## src/design/uvr_pkg.sv

```systemverilog
// Package for the vendor register access path: setup codes, byte positions, limits.
// Assumes both ends share one 50 MHz clock and the same byte-wide register space.
package uvr_pkg;
  // ----------------------------------------------------------------
  // Setup packet codes
  // ----------------------------------------------------------------
  localparam logic [7:0] UVR_TYPE_WRITE = 8'h42;
  localparam logic [7:0] UVR_TYPE_READ = 8'hc2;
  localparam logic [7:0] UVR_REQ_CODE = 8'h33;
  // ----------------------------------------------------------------
  // Setup byte positions (0-based)
  // ----------------------------------------------------------------
  localparam logic [2:0] UVR_POS_TYPE = 3'h0;
  localparam logic [2:0] UVR_POS_REQ = 3'h1;
  localparam logic [2:0] UVR_POS_IDX_LO = 3'h4;
  localparam logic [2:0] UVR_POS_IDX_HI = 3'h5;
  localparam logic [2:0] UVR_POS_LEN_LO = 3'h6;
  localparam logic [2:0] UVR_POS_LAST = 3'h7;
  // ----------------------------------------------------------------
  // Limits and endpoint set
  // ----------------------------------------------------------------
  localparam logic [3:0] UVR_MAX_BYTES = 4'h8;
  localparam logic [3:0] UVR_MIN_BYTES = 4'h1;
  localparam int UVR_NUM_ENDPOINTS = 5;
  localparam int UVR_NUM_CONFIGS = 4;
  localparam logic [3:0] UVR_ALT_STEPS = 4'hf;
  localparam logic [7:0] UVR_RESET_VAL = 8'h00;
endpackage

```

## src/design/uvr_if.sv

```systemverilog
// Interface joining the host end and the device end of the register pipe.
// Assumes a common clock; bytes move on valid and ready, setup first, then data.
`timescale 1ns/1ps
interface uvr_if;
  logic setup_valid;
  logic [7:0] setup_byte;
  logic setup_ready;
  logic out_valid;
  logic [7:0] out_byte;
  logic out_ready;
  logic in_valid;
  logic [7:0] in_byte;
  logic in_ready;
  logic bus_reset;
  modport host (output setup_valid, setup_byte, out_valid, out_byte, in_ready, bus_reset,
                input setup_ready, out_ready, in_valid, in_byte);
  modport dev (input setup_valid, setup_byte, out_valid, out_byte, in_ready, bus_reset,
               output setup_ready, out_ready, in_valid, in_byte);
endinterface

```

## src/design/uvr_device.sv

```systemverilog
// Device end: decodes vendor setup packets and moves 1-8 bytes to or from a byte register file.
// Assumes the host end keeps the packet format; register contents sit outside in user logic.
//
// What the device and host must do
// - Five endpoints, register pipe is endpoint one
// - Video rate 0.5 to 7.5 Mb/s
// - Audio endpoint 64 to 512 kb/s
// - Default descriptors unless EEPROM present
// - Default descriptors offer four configurations
// - Vendor and product id from straps
// - All clocks from one 12 MHz crystal
// - Unused internal clocks switched off
// - Power-on pin and bus reset merged
// - Host applies power-on reset before traffic
// - Alternate settings step video rate 0.5
// - Host writes control, reads status and control
// - Registers byte wide, one byte per address
// - Each request moves one to eight bytes
// - Address increments per further data byte
// - Request type 0x42 writes, 0xC2 reads
// - Request code 0x33 selects register access
// - Start address taken from wIndex bytes
// - Length from low length byte; value bytes and length high byte ignored
// - Write byte n stores at address+n-1
// - Read byte n returns address+n-1
// - Unmapped read completes, data undefined
`timescale 1ns/1ps
module uvr_device
  import uvr_pkg::*;
#(
  parameter int ADDR_W = 16
) (
  input wire logic clk_sys_i,
  input wire logic rst_n_i,
  uvr_if.dev link,
  input wire logic eeprom_present_i,
  input wire logic [15:0] strap_vendor_id_i,
  input wire logic [15:0] strap_product_id_i,
  input wire logic [3:0] alt_setting_i,
  input wire logic [7:0] reg_rdata_i,
  input wire logic reg_rvalid_i,
  output logic reg_we_o,
  output logic reg_re_o,
  output logic [ADDR_W-1:0] reg_addr_o,
  output logic [7:0] reg_wdata_o,
  output logic int_reset_n_o,
  output logic use_default_desc_o,
  output logic [15:0] vendor_id_o,
  output logic [15:0] product_id_o,
  output logic [3:0] video_step_o,
  output logic video_clk_en_o,
  output logic [2:0] num_configs_o
);
  if (ADDR_W < 1 || ADDR_W > 16) begin : g_addr_w_bad
    $error("ADDR_W must be 1..16");
  end

  // ----------------------------------------------------------------
  // Reset merge
  // ----------------------------------------------------------------
  typedef enum {UVR_S_SETUP, UVR_S_WR, UVR_S_RD_REQ, UVR_S_RD_WAIT, UVR_S_RD_SEND} uvr_state_t;

  logic bus_rst_r;
  logic bus_rst_nxt;
  always_comb begin
    bus_rst_nxt = link.bus_reset;
  end
  always_ff @(posedge clk_sys_i or negedge rst_n_i) begin
    if (!rst_n_i) begin
      bus_rst_r <= 1'b1;
    end else begin
      bus_rst_r <= bus_rst_nxt;
    end
  end
  // Synchronous internal reset avoids gating the async pin with logic
  logic srst;
  assign srst = bus_rst_r;
  assign int_reset_n_o = ~bus_rst_r;

  // ----------------------------------------------------------------
  // Strap capture, descriptors, alternate setting
  // ----------------------------------------------------------------
  // Strap pins pass two flops; no reset, so they fill while reset is held
  logic [32:0] pin_s1_r, pin_s1_nxt, pin_s2_r, pin_s2_nxt;
  always_comb begin
    pin_s1_nxt = {eeprom_present_i, strap_vendor_id_i, strap_product_id_i};
    pin_s2_nxt = pin_s1_r;
  end
  always_ff @(posedge clk_sys_i) begin
    pin_s1_r <= pin_s1_nxt;
    pin_s2_r <= pin_s2_nxt;
  end
  logic [15:0] vid_r, vid_nxt, pid_r, pid_nxt;
  logic dflt_r, dflt_nxt;
  logic [3:0] alt_r, alt_nxt;
  always_comb begin
    vid_nxt = vid_r;
    pid_nxt = pid_r;
    dflt_nxt = dflt_r;
    alt_nxt = alt_r;
    if (srst) begin
      vid_nxt = pin_s2_r[31:16];
      pid_nxt = pin_s2_r[15:0];
      dflt_nxt = ~pin_s2_r[32];
      alt_nxt = 4'h0;
    end else if (alt_setting_i <= UVR_ALT_STEPS) begin
      alt_nxt = alt_setting_i;
    end
  end
  always_ff @(posedge clk_sys_i or negedge rst_n_i) begin
    if (!rst_n_i) begin
      vid_r <= 16'h0000;
      pid_r <= 16'h0000;
      dflt_r <= 1'b1;
      alt_r <= 4'h0;
    end else begin
      vid_r <= vid_nxt;
      pid_r <= pid_nxt;
      dflt_r <= dflt_nxt;
      alt_r <= alt_nxt;
    end
  end
  assign vendor_id_o = vid_r;
  assign product_id_o = pid_r;
  assign use_default_desc_o = dflt_r;
  // Step 15 is 7.5 Mb/s, step 1 is 0.5 Mb/s; zero means no video bandwidth
  assign video_step_o = alt_r;
  assign video_clk_en_o = (alt_r != 4'h0);
  assign num_configs_o = dflt_r ? 3'(UVR_NUM_CONFIGS) : 3'h1;

  // ----------------------------------------------------------------
  // Register request engine
  // ----------------------------------------------------------------
  function automatic logic [3:0] clip_len(input logic [7:0] lo);
    if (lo == 8'h00) clip_len = UVR_MIN_BYTES;
    else if (lo > {4'h0, UVR_MAX_BYTES}) clip_len = UVR_MAX_BYTES;
    else clip_len = lo[3:0];
  endfunction

  uvr_state_t st_r, st_nxt;
  logic [2:0] pos_r, pos_nxt;
  logic [7:0] type_r, type_nxt, req_r, req_nxt;
  logic [15:0] addr_r, addr_nxt;
  logic [3:0] left_r, left_nxt;
  logic [7:0] rd_r, rd_nxt;
  logic we_r, we_nxt;
  logic [7:0] wd_r, wd_nxt;
  logic [15:0] wa_r, wa_nxt;

  always_comb begin
    st_nxt = st_r;
    pos_nxt = pos_r;
    type_nxt = type_r;
    req_nxt = req_r;
    addr_nxt = addr_r;
    left_nxt = left_r;
    rd_nxt = rd_r;
    we_nxt = 1'b0;
    wd_nxt = wd_r;
    wa_nxt = wa_r;
    case (st_r)
      UVR_S_SETUP: begin
        if (link.setup_valid) begin
          pos_nxt = pos_r + 3'h1;
          case (pos_r)
            UVR_POS_TYPE: type_nxt = link.setup_byte;
            UVR_POS_REQ: req_nxt = link.setup_byte;
            UVR_POS_IDX_LO: addr_nxt[7:0] = link.setup_byte;
            UVR_POS_IDX_HI: addr_nxt[15:8] = link.setup_byte;
            UVR_POS_LEN_LO: left_nxt = clip_len(link.setup_byte);
            default: ; // Value and length high byte are don't-care
          endcase
          if (pos_r == UVR_POS_LAST) begin
            pos_nxt = 3'h0;
            // Foreign requests are dropped silently; other endpoints own them
            if (req_r == UVR_REQ_CODE && type_r == UVR_TYPE_WRITE) begin
              st_nxt = UVR_S_WR;
            end else if (req_r == UVR_REQ_CODE && type_r == UVR_TYPE_READ) begin
              st_nxt = UVR_S_RD_REQ;
            end
          end
        end
      end
      UVR_S_WR: begin
        if (link.out_valid) begin
          we_nxt = 1'b1;
          wd_nxt = link.out_byte;
          wa_nxt = addr_r;
          addr_nxt = addr_r + 16'h0001;
          left_nxt = left_r - 4'h1;
          if (left_r == UVR_MIN_BYTES) st_nxt = UVR_S_SETUP;
        end
      end
      UVR_S_RD_REQ: begin
        // A register file may answer in the strobe cycle itself
        if (reg_rvalid_i) begin
          rd_nxt = reg_rdata_i;
          st_nxt = UVR_S_RD_SEND;
        end else begin
          st_nxt = UVR_S_RD_WAIT;
        end
      end
      UVR_S_RD_WAIT: begin
        // Unmapped addresses still answer; the byte is whatever the bus shows
        if (reg_rvalid_i) begin
          rd_nxt = reg_rdata_i;
          st_nxt = UVR_S_RD_SEND;
        end
      end
      UVR_S_RD_SEND: begin
        if (link.in_ready) begin
          addr_nxt = addr_r + 16'h0001;
          left_nxt = left_r - 4'h1;
          st_nxt = (left_r == UVR_MIN_BYTES) ? UVR_S_SETUP : UVR_S_RD_REQ;
        end
      end
      default: st_nxt = UVR_S_SETUP;
    endcase
    if (srst) begin
      st_nxt = UVR_S_SETUP;
      pos_nxt = 3'h0;
      we_nxt = 1'b0;
    end
  end

  always_ff @(posedge clk_sys_i or negedge rst_n_i) begin
    if (!rst_n_i) begin
      st_r <= UVR_S_SETUP;
      pos_r <= 3'h0;
      type_r <= UVR_RESET_VAL;
      req_r <= UVR_RESET_VAL;
      addr_r <= 16'h0000;
      left_r <= UVR_MIN_BYTES;
      rd_r <= UVR_RESET_VAL;
      we_r <= 1'b0;
      wd_r <= UVR_RESET_VAL;
      wa_r <= 16'h0000;
    end else begin
      st_r <= st_nxt;
      pos_r <= pos_nxt;
      type_r <= type_nxt;
      req_r <= req_nxt;
      addr_r <= addr_nxt;
      left_r <= left_nxt;
      rd_r <= rd_nxt;
      we_r <= we_nxt;
      wd_r <= wd_nxt;
      wa_r <= wa_nxt;
    end
  end

  assign link.setup_ready = (st_r == UVR_S_SETUP) && !srst;
  assign link.out_ready = (st_r == UVR_S_WR) && !srst;
  assign link.in_valid = (st_r == UVR_S_RD_SEND);
  assign link.in_byte = rd_r;
  assign reg_we_o = we_r;
  assign reg_wdata_o = wd_r;
  assign reg_re_o = (st_r == UVR_S_RD_REQ);
  assign reg_addr_o = we_r ? wa_r[ADDR_W-1:0] : addr_r[ADDR_W-1:0];
  // Endpoints 2..4 datapaths and the crystal PLL live outside this block
endmodule

```

## src/flat_wrapper.sv

```systemverilog
// flat-port wrapper written by rule: the top's interface ports become plain ports
module uvr_device_flat import uvr_pkg::*;
#(
  parameter int ADDR_W = 16
)
  (clk_sys_i, rst_n_i, eeprom_present_i, strap_vendor_id_i, strap_product_id_i, alt_setting_i, reg_rdata_i, reg_rvalid_i, reg_we_o, reg_re_o, reg_addr_o, reg_wdata_o, int_reset_n_o, use_default_desc_o, vendor_id_o, product_id_o, video_step_o, video_clk_en_o, num_configs_o, link_setup_valid, link_setup_byte, link_out_valid, link_out_byte, link_in_ready, link_bus_reset, link_setup_ready, link_out_ready, link_in_valid, link_in_byte);
  uvr_if link_i ();
  input wire logic clk_sys_i;
  input wire logic rst_n_i;
  input wire logic eeprom_present_i;
  input wire logic [15:0] strap_vendor_id_i;
  input wire logic [15:0] strap_product_id_i;
  input wire logic [3:0] alt_setting_i;
  input wire logic [7:0] reg_rdata_i;
  input wire logic reg_rvalid_i;
  output logic reg_we_o;
  output logic reg_re_o;
  output logic [ADDR_W-1:0] reg_addr_o;
  output logic [7:0] reg_wdata_o;
  output logic int_reset_n_o;
  output logic use_default_desc_o;
  output logic [15:0] vendor_id_o;
  output logic [15:0] product_id_o;
  output logic [3:0] video_step_o;
  output logic video_clk_en_o;
  output logic [2:0] num_configs_o;
  input wire logic [$bits(link_i.setup_valid)-1:0] link_setup_valid;
  input wire logic [$bits(link_i.setup_byte)-1:0] link_setup_byte;
  input wire logic [$bits(link_i.out_valid)-1:0] link_out_valid;
  input wire logic [$bits(link_i.out_byte)-1:0] link_out_byte;
  input wire logic [$bits(link_i.in_ready)-1:0] link_in_ready;
  input wire logic [$bits(link_i.bus_reset)-1:0] link_bus_reset;
  output wire logic [$bits(link_i.setup_ready)-1:0] link_setup_ready;
  output wire logic [$bits(link_i.out_ready)-1:0] link_out_ready;
  output wire logic [$bits(link_i.in_valid)-1:0] link_in_valid;
  output wire logic [$bits(link_i.in_byte)-1:0] link_in_byte;
  assign link_i.setup_valid = link_setup_valid;
  assign link_i.setup_byte = link_setup_byte;
  assign link_i.out_valid = link_out_valid;
  assign link_i.out_byte = link_out_byte;
  assign link_i.in_ready = link_in_ready;
  assign link_i.bus_reset = link_bus_reset;
  assign link_setup_ready = link_i.setup_ready;
  assign link_out_ready = link_i.out_ready;
  assign link_in_valid = link_i.in_valid;
  assign link_in_byte = link_i.in_byte;
  uvr_device #(.ADDR_W(ADDR_W)) u_core (.clk_sys_i(clk_sys_i), .rst_n_i(rst_n_i), .link(link_i), .eeprom_present_i(eeprom_present_i), .strap_vendor_id_i(strap_vendor_id_i), .strap_product_id_i(strap_product_id_i), .alt_setting_i(alt_setting_i), .reg_rdata_i(reg_rdata_i), .reg_rvalid_i(reg_rvalid_i), .reg_we_o(reg_we_o), .reg_re_o(reg_re_o), .reg_addr_o(reg_addr_o), .reg_wdata_o(reg_wdata_o), .int_reset_n_o(int_reset_n_o), .use_default_desc_o(use_default_desc_o), .vendor_id_o(vendor_id_o), .product_id_o(product_id_o), .video_step_o(video_step_o), .video_clk_en_o(video_clk_en_o), .num_configs_o(num_configs_o));
endmodule
```

## config.mk

```make
export PLATFORM = sky130hd
export DESIGN_NAME = uvr_device_flat
export DESIGN_NICKNAME = d
export VERILOG_FILES = /design/src/design/uvr_pkg.sv /design/src/design/uvr_if.sv /design/src/design/uvr_device.sv /design/src/flat_wrapper.sv
export SDC_FILE = /design/constraint.sdc
export NUM_CORES = 1
export LEC_CHECK = 0
export BUFFER_PORTS_ARGS = -buffer_cell sky130_fd_sc_hd__buf_4
export CORE_MARGIN = 5
export CORE_UTILIZATION = 30
export CTS_CLUSTER_DIAMETER = 100
export DETAILED_ROUTE_END_ITERATION = 10
export PLACE_DENSITY = 0.56
export SYNTH_ARGS = -nofsm -noshare
export SYNTH_HDL_FRONTEND = slang
export SYNTH_SLANG_ARGS = --single-unit
```

## constraint.sdc

```tcl
create_clock -name clk_sys_i -period 2.1 [get_ports clk_sys_i]
set_input_delay 0.105 -clock clk_sys_i [delete_from_list [all_inputs] [get_ports clk_sys_i]]
set_output_delay 0.105 -clock clk_sys_i [all_outputs]
set_load 0.01 [all_outputs]
```

# Word-level counts from Yosys, hierarchy flattened
# Cells that the tools add are included.
# op_classes
n_eq_ne,29
magnitude_cmp,2
bitwise,2
n_div,0
mux,36
mul,0
shift,0
add_sub_neg,3
reduce_logical,24
# ops
op,n
two-way mux 32 bit,9
case mux 32 bit (5 select lines),1
"equality test 32 x 2 -> 1 bit, second input constant",3
"equality test 32 x 3 -> 1 bit, second input constant",2
logical NOT 32 bit,2
two-way mux 16 bit,4
case mux 16 bit (3 select lines),1
"equality test 32 x 1 -> 1 bit, second input constant",1
"equality test 32 x 4 -> 1 bit, second input constant",1
two-way mux 4 bit,8
two-way mux 3 bit,6
"adder 16 x 1 -> 16 bit, second input constant",1
two-way mux 8 bit,2
AND reduction 5 bit,3
"equality test 3 bit, second input constant",4
"!= test 2 bit, second input constant",6
"!= test 3 x 2 -> 1 bit, second input constant",4
case mux 4 bit (3 select lines),1
"equality test 8 x 6 -> 1 bit, second input constant",1
"equality test 8 x 7 -> 1 bit, second input constant",1
"equality test 8 bit, second input constant",1
"greater-than comparator 8 x 4 -> 1 bit, second input constant",1
logical NOT 8 bit,1
AND reduction 7 bit,1
other kinds (19),31
# totals
out_inout_bits,79
latch_bits,0
rom_bits,0
input_bits,68
mem_bits_rw,0
register_bits,208
memories,0

# Logic depth before layout (Yosys ltp)
# Gate-level depths: netlist of the first run.
# depth
word_depth,8
ltp_mapped,7
ltp_nobuf,6

# Worst setup path after synthesis of the first run
# OpenSTA, ideal clock, no wires.
# synth_path
kind,flip-flop to flip-flop
startpoint,reg u_core.bus_rst_r
endpoint,reg u_core.st_r[2]
t_arrival_ps,1692
path_stages_with_launch,6
slack_ps,283
t_required_ps,1975
cell_sequence,dfstp_2 > clkbuf_1 > or3b_2 > a221o_1 > o221ai_1 > mux2_2
# synth_between
elab_chain_len,2
elab_cells_between_ends,9
classes_between,7 x eq/ne; 1 x mux; 1 x reduce/logical
# synth_rtl
element,line,source
start: declaration,uvr_device.sv:63,logic bus_rst_r;
start signal: assignment,uvr_device.sv:72,bus_rst_r <= bus_rst_nxt;
!= test 4 x 1 -> 1 bit (no source line) (tied with other cells),-,
AND reduction 7 bit (no source line),-,
end signal: assignment,uvr_device.sv:239,st_r <= st_nxt;
end: declaration,uvr_device.sv:140,"uvr_state_t st_r, st_nxt;"
# Parallel ways exist; a longest one is shown, timed or not.
# A chain may end at the register's enable or synchronous reset.

# Worst setup path after layout of the first run
# layout_path
startpoint,reg u_core.bus_rst_r
endpoint,out int_reset_n_o
# layout_between
elab_chain_len,1
# layout_rtl
element,line,source
inverter 1 bit,uvr_device.sv:78,assign int_reset_n_o = ~bus_rst_r;
end: declaration,flat_wrapper.sv:20,output logic int_reset_n_o;
# No other way between the ends.

==> metrics.txt, run 1 <==
Avg Inst Size Synth 13.5 µm²; minimum period implied by the final worst setup slack 1.92 ns; final wirelength 16.8 mm; Critical-path top delay cell dfstp_2; count of synthesis-stage warnings from yosys 0; area share of the largest cell type after synthesis 40.5%; most frequent cell on the critical path buf_4; number of antenna violations at the first check in global routing 0; post-detailed-placement cell area 8350 µm²; startpoint of the most critical hold path reg_rvalid_i; data arrival time of the critical path 1.82 ns; Worst Path Class, Setup flop to primary output; worst skew pair latency 0.43 ns; deepest clock path buffer count 2; # Post-CTS Setup Buffers 0; FFs w/ async S/R, synth 63.1%; overall overflow remaining after global route 0; area leader, netlist dfrtp_1; CORE AREA 22,500 µm²; DRC violations left 0; gate count of the mapped netlist 503; Post-Synthesis Net Count 579; number of standard cells in the layout, taps in and fillers out 1,031; critical path capture point type primary output; HPWL after detailed placement 12.0 mm; fill cell count 2,018; Chip Height 161 µm; Seq cells post-synth 179; Final Hold Violating Endpoints 0; diode count 0; total of buffers placed on input and output ports 145; predominant post-synthesis flop cell dfrtp_1; Slew Limit Fails 0; element type at the critical path start flop; TritonRoute pass-1 iters 4; hold_ws 0.0595 ns; proportion of layout cells with a drive suffix above 1 43.2%; critical path, cell by cell buf_4, inv_1, buf_4; Netlist cell types 65; effective utilization at floorplan 30.2%; largest net degree at the start of global routing 45; final antenna-violating net count 0; measured slew at the worst slew-check pin 0.611 ns; Die Outline Area 25,800 µm²; cell area after layout 9620 µm²; via count of the first global-routing pass 5,154; peak per-stage delay on the critical path 0.62 ns; number of I/O pins 147; classification of the worst-slack hold path input pin to flop; Cell Area, Synth 6800 µm²; outcome finished clean; required time at the endpoint of the critical path 2.00 ns; total CTS buffers 17; weighted congestion reported at the end of routability-driven placement 0.875; power density over cell area 876 nW/µm²; origin of the critical flop-to-flop path u_core.st_r[2]$_DFFE_PN0P_; final setup violation count 0; synthesis-to-layout area growth 41.6%; RSZ-0062 raised after global routing false; WL per Instance 16.3 µm; WP buf/inv 3; clock transition at the registers of the reported paths 0.07 ns; wire length of the first global-routing pass 27.2 mm; maximum clock frequency 521 MHz; sequential area share after synthesis 61.1%; Core Rows 55; Placed Cells incl. Taps 935; CTS root buffer clkbuf_16; Chip Width 161 µm; number of levels the H-tree was split into 4; clock sink total 179; critical path launch point u_core.bus_rst_r$_DFF_PN1_; skew final 0.0114 ns; worst-case headroom to the max-slew limit 59.3%; maximum resistive drop on vdd 0.000531 V; final standard cell utilization of the core 42.7%; total global routing track utilization 13.2%; final layout net count 809; routed via count divided by cell count 4.71; ranking of synthesized cells by area dfrtp_1 (41%), dfxtp_1 (19%), mux2_2 (17%); Max Cap Viol 0; initial detailed-routing violation count 203; number of synthesized flops with an enable pin 0; total number of vias 4,857; sum of negative setup slack 0 ns; post-cts hold buffer count 64; CTS tree yes; cell family with most CP delay buffers and inverters; post-route clock period utilization 91.4%; leakage component of the power 4.26 nW; largest fanout on the critical path 38; quantity of gates resized following cts 0
## layout make-up
class | instances | area, µm² | share of cell area (%)
multi-input cells | 287 | 2470 | 25.7
inverters | 8 | 30.0 | 0.312
clock inverters | 15 | 200 | 2.08
repair buffers | 240 | 1990 | 20.7
clock buffers | 17 | 425 | 4.42
flip-flops and latches | 179 | 4150 | 43.2
well taps | 285 | 357 | 3.71
## cell usage in the layout (no fill, tap or decap), types with 4 or more instances in the layout
cell           netlist  routed
a211oi_1            11      11
a21oi_1              4       4
a2bb2oi_1           14      14
and2_1               4       4
and4_1               4       4
buf_4                3     174
clkbuf_16            0      17
clkinv_8             0       7
dfrtp_1            110     110
dfxtp_1             66      66
dlygate4sd3_1        0      64
ha_1                 8       8
inv_1                8       8
mux2_2             100     100
mux2i_1              7       7
nand2_1             11      11
nand3_1             14      14
nand4_1              8       8
nor2_1              11      11
nor2b_1              5       5
nor3_1               8       8
o21ai_0             12      12
## Yosys cell counts, drive strengths merged (3+ instances only)
cell type,n
a211oi,11
a21o,3
a21oi,4
a2bb2oi,14
and2,4
and3,3
and4,4
buf,18
clkbuf,11
dfrtp,110
dfstp,3
dfxtp,66
ha,8
inv,8
mux2,100
mux2i,7
nand2,13
nand2b,3
nand3,14
nand4,8
nor2,13
nor2b,5
nor3,9
o211ai,3
o21ai,12
o22ai,3
o31ai,3
or3,3
or4,3
## through the flow
step / setup WS [ns] / power (mW)
5_1_grt: 0.0532 / 8.83
3_3_place_gp: 0.243 / 5.16
4_1_cts: 0.124 / 8.55
3_5_place_dp: 0.219 / 5.19
2_1_floorplan: 0.283 / 4.58
6_report: 0.180 / 8.42
## metal layers
layer	GRT usage (%)	share of wire, %
met1	16.7	43
met2	20.6	46
met5	0	0
met3	4.85	8.4
met4	5.01	1.9
## cell families (layout without fill, tap and decap cells)
logic type / count (synthesis) / after routing / synth area share (%)
simple gates: 95 / 95 / 8.54
buf+inv: 37 / 280 / 2.67
other cells: 1 / 1 / 0.0552
xor+xnor: 2 / 2 / 0.258
compound gates: 74 / 74 / 8.29
mux: 107 / 107 / 17.6
fa+ha+maj: 8 / 8 / 1.47
flops: 179 / 179 / 61.1
## where the power goes
group | switching (mW) | leakage [nW] | total (mW) | internal, mW
Sequential | 0.232 | 1.94 | 4.00 | 3.77
Combinational | 0.499 | 2.01 | 1.20 | 0.705
Clock | 1.58 | 0.302 | 3.22 | 1.64
## sequential cells by signal, summed over array words and instances (netlist names), 16 cells and up
| signal | flops |
|---|---|
| u_core.vendor_id_o | 16 |
| u_core.pin_s1_r | 33 |
| u_core.wa_r | 16 |
| u_core.addr_r | 16 |
| u_core.product_id_o | 16 |
| u_core.pin_s2_r | 33 |
## worst paths after layout
| path | endpoint | slack, ns | depth (start not counted) |
|---|---|---|---|
| worst max register to register | u_core.addr_r[15]$_DFFE_PN0P_ | 0.20 | 6 |
| worst min register to register | u_core.pin_s2_r[10]$_DFF_P_ | 0.33 | 0 |
| min in group asynchronous | u_core.link.in_byte[7]$_DFFE_PN0P_ | 0.22 | 2 |
| max in group asynchronous | u_core.use_default_desc_o$_DFFE_PN1P_ | 1.16 | 3 |
| worst max-delay path | int_reset_n_o | 0.18 | 3 |
| worst min-delay path | u_core.st_r[0]$_DFFE_PN0P_ | 0.06 | 3 |
## worst min-delay path, stage by stage
cell,delay [ns]
buf_4,0.11
a2bb2oi_1,0.16
o41ai_1,0.08
Power figures use the tool's default switching activity.
==> inputs of run 2 (changes only) <==
--- a/config.mk
+++ b/config.mk
@@ -5,7 +5,8 @@
 export SDC_FILE = /design/constraint.sdc
 export NUM_CORES = 1
 export LEC_CHECK = 0
-export BUFFER_PORTS_ARGS = -buffer_cell sky130_fd_sc_hd__buf_4
+export ABC_AREA = 1
+export BUFFER_PORTS_ARGS = -buffer_cell sky130_fd_sc_hd__buf_2
 export CORE_MARGIN = 5
 export CORE_UTILIZATION = 30
 export CTS_CLUSTER_DIAMETER = 100
==> run 2 against run 1 <==
Net effect: count of clock-buffer cells in the layout is the same; critical path type unchanged; hold slack lost 0.038 ns; largest cell class unchanged; die area shrank 0.90%; core utilization shrank 1.9 points; register-to-register slack gained 0.22 ns; power grew 24%; non-clock buffer count shrank 29; clock skew grew 0.00091 ns; synthesized area shrank 0.96%; cell count grew 20%; clock power shrank 2%; sequential cell count is the same.
==> metrics.txt, run 2 <==
number of standard cells in the layout, taps in and fillers out 1,239 (+20%); critical path launch point u_core.st_r[0]$_DFFE_PN0P_; total CTS buffers 17 (unchanged); TritonRoute pass-1 iters 4 (unchanged); CORE AREA 22,000 µm² (-2.4%); Core Rows 54 (-1.8%); clock sink total 179 (unchanged); most common cell after layout, fill and taps aside nand2_1; origin of the critical flop-to-flop path u_core.st_r[0]$_DFFE_PN0P_; required time at the endpoint of the critical path 2.00 ns (about the same); Seq cells post-synth 179 (unchanged); classification of the worst-slack hold path input pin to flop; peak per-stage delay on the critical path 0.44 ns (-0.18 ns); minimum period implied by the final worst setup slack 1.81 ns (-0.110 ns); Slew Limit Fails 0 (unchanged); deepest clock path buffer count 2 (unchanged); largest fanout on the critical path 6 (-84%); Critical-path top delay cell dfrtp_1; skew final 0.0123 ns (+0.000906 ns); Final Power 10.5 mW (+24%); sequential area share after synthesis 61.7% (+0.59 points); proportion of layout cells with a drive suffix above 1 23.3% (-20 points); CTS root buffer clkbuf_16; Worst Path Class, Setup flop to primary output; WL per Instance 12.9 µm (-20%); Post-Synthesis Net Count 815 (+41%); outcome finished clean; element type at the critical path start flop; clock transition at the registers of the reported paths 0.07 ns (about the same); total global routing track utilization 13.1% (-0.085 points); CTS tree yes; HPWL after detailed placement 11.3 mm (-5.9%); initial detailed-routing violation count 270 (+33%); maximum resistive drop on vdd 0.000672 V (+26%); number of synthesized flops with an enable pin 0 (unchanged); maximum clock frequency 552 MHz (+6.1%); cell with the most instances after synthesis nand2_1; DRC violations left 0 (unchanged); area share of the largest cell type after synthesis 40.9% (+0.39 points); number of levels the H-tree was split into 4 (unchanged); worst-case headroom to the max-slew limit 65.4% (+6.2 points); effective utilization at floorplan 30.6% (+0.45 points); final setup violation count 0 (unchanged); commonest non-fill, non-tap cells in the layout nand2_1 (238), buf_2 (144), dfrtp_1 (110); final layout net count 1,022 (+26%); Die Outline Area 25,500 µm² (-0.90%); # Post-CTS Setup Buffers 0 (unchanged); Chip Height 160 µm (-0.45%); number of antenna violations at the first check in global routing 1 (+1); gate count of the mapped netlist 739 (+47%); critical path capture point type primary output; WP buf/inv 3 (unchanged); predominant post-synthesis flop cell dfrtp_1; total of buffers placed on input and output ports 145 (unchanged); depth of the most critical reg-to-reg path 5 (-1); Chip Width 160 µm (-0.45%); worst r2r dst u_core.reg_wdata_o[2]$_DFFE_PN0P_; data arrival time of the critical path 1.71 ns (-0.11 ns); Placed Cells incl. Taps 1,149 (+23%); via count of the first global-routing pass 5,527 (+7.2%); reg-to-reg slack, setup 0.42 ns (+0.22 ns); leakage component of the power 4.42 nW (+3.7%); final antenna-violating net count 0 (unchanged); overall overflow remaining after global route 0 (unchanged); largest registers u_core.pin_s1_r (33), u_core.pin_s2_r (33); Cell Area, Synth 6730 µm² (-0.96%); post-route clock period utilization 86.2% (-5.2 points); cell family with most CP delay simple AND/OR/NAND/NOR gates; synthesis-to-layout area growth 33.1%; Max Cap Viol 0 (unchanged); critical path, cell by cell inv_2, nand2_1, nor2_2, inv_1, nor2_1, buf_2; FFs w/ async S/R, synth 63.1% (unchanged); worst skew pair latency 0.43 ns (about the same); hold_ws 0.0215 ns (-0.0380 ns); routed via count divided by cell count 4.28 (-9.1%); number of I/O pins 147 (unchanged); count of synthesis-stage warnings from yosys 0 (unchanged); sum of negative setup slack 0 ns (unchanged); Avg Inst Size Synth 9.11 µm² (-33%); total number of vias 5,304 (+9.2%); final wirelength 16.0 mm (-4.4%); Netlist cell types 28 (-57%); wire length of the first global-routing pass 27.6 mm (+1.4%); diode count 0 (unchanged); commonest cells in the netlist nand2_1 (238), dfrtp_1 (110), nor2_1 (85); area leader, netlist dfrtp_1; ranking of synthesized cells by area dfrtp_1 (41%), dfxtp_1 (20%), nand2_1 (13%); critical path depth 6 (+3); power density over cell area 1170 nW/µm² (+33%); RSZ-0062 raised after global routing false; worst hold stages 3 (unchanged); weighted congestion reported at the end of routability-driven placement 0.874 (-0.17%); largest net degree at the start of global routing 59 (+31%); measured slew at the worst slew-check pin 0.518 ns (-0.0929 ns); Final Hold Violating Endpoints 0 (unchanged); termination of the worst setup path link_setup_ready; final standard cell utilization of the core 40.8% (-1.9 points)
run 2: worst min-delay path by stage:
stage               slack (ns)                from                            to
floorplan                -0.19             rst_n_i  u_core.addr_r[0]$_DFFE_PN0P_
finish                    0.02  link_setup_byte[1]  u_core.type_r[1]$_DFFE_PN0P_
global placement          0.06             rst_n_i   u_core.wa_r[13]$_DFFE_PN0P_
global route              0.02  link_setup_byte[1]  u_core.type_r[1]$_DFFE_PN0P_
CTS                     0.0006  link_setup_byte[1]  u_core.type_r[1]$_DFFE_PN0P_
detailed placement        0.06             rst_n_i   u_core.wa_r[13]$_DFFE_PN0P_
run 2: tightest hold or removal path, stage by stage:
cell and delay [ns]:
buf_2 0.16, nand2_1 0.07, o21ai_0 0.06
run 2: cells by family after synthesis:
family                     after synthesis  share of synthesized area, %
and+or+nand+nor                        361                          21.5
DFF                                    179                          61.7
AOI/OAI and AO/OA                       86                          6.45
buffers and inverters                   80                          4.96
muxes                                   20                          3.35
adders and majority gates                8                          1.49
xor gates and xnor gates                 4                         0.520
other                                    1                        0.0557
run 2: stage by stage:
stage	instance area [µm²]	setup WS [ns]
final	8960	0.290
after global routing	8960	0.147
after detailed placement	7770	0.414
after global placement	7770	0.437
after floorplan	6730	0.667
after CTS	8960	0.244
run 2: cell type report:
class	instances	area, µm²
clock buffers	17	425
clock inverters	15	181
fillers	2138	13000
inverters	57	214
multi-input cells	480	2240
flip-flops and latches	179	4150
well taps	280	350
repair buffers	211	1390
run 2: timing repair:
item	in CTS	in global routing
hold buffers	58	0
hold endpoints to repair	85	0
endpoints found under the setup margin	0	0
resized for setup	0	0
run 2: layer usage:
| metal | part of all wire (%) | routed length [µm] | vias up | GRT usage (%) |
|---|---|---|---|---|
| met5 | 0.081 | 13 | - | 0 |
| met4 | 0.87 | 140 | 2 | 2.89 |
| met3 | 6.5 | 1050 | 13 | 4.87 |
| met2 | 48 | 7710 | 124 | 21.6 |
| met1 | 44 | 7110 | 2431 | 16.5 |
| li1 | - | - | 2734 | - |
run 2: report_power, final:
group / total, mW / internal [mW] / leakage [nW] / switching, mW
Combinational: 2.59 / 1.08 / 2.21 / 1.51
Clock: 3.16 / 1.62 / 0.294 / 1.54
Sequential: 4.72 / 4.22 / 1.91 / 0.496
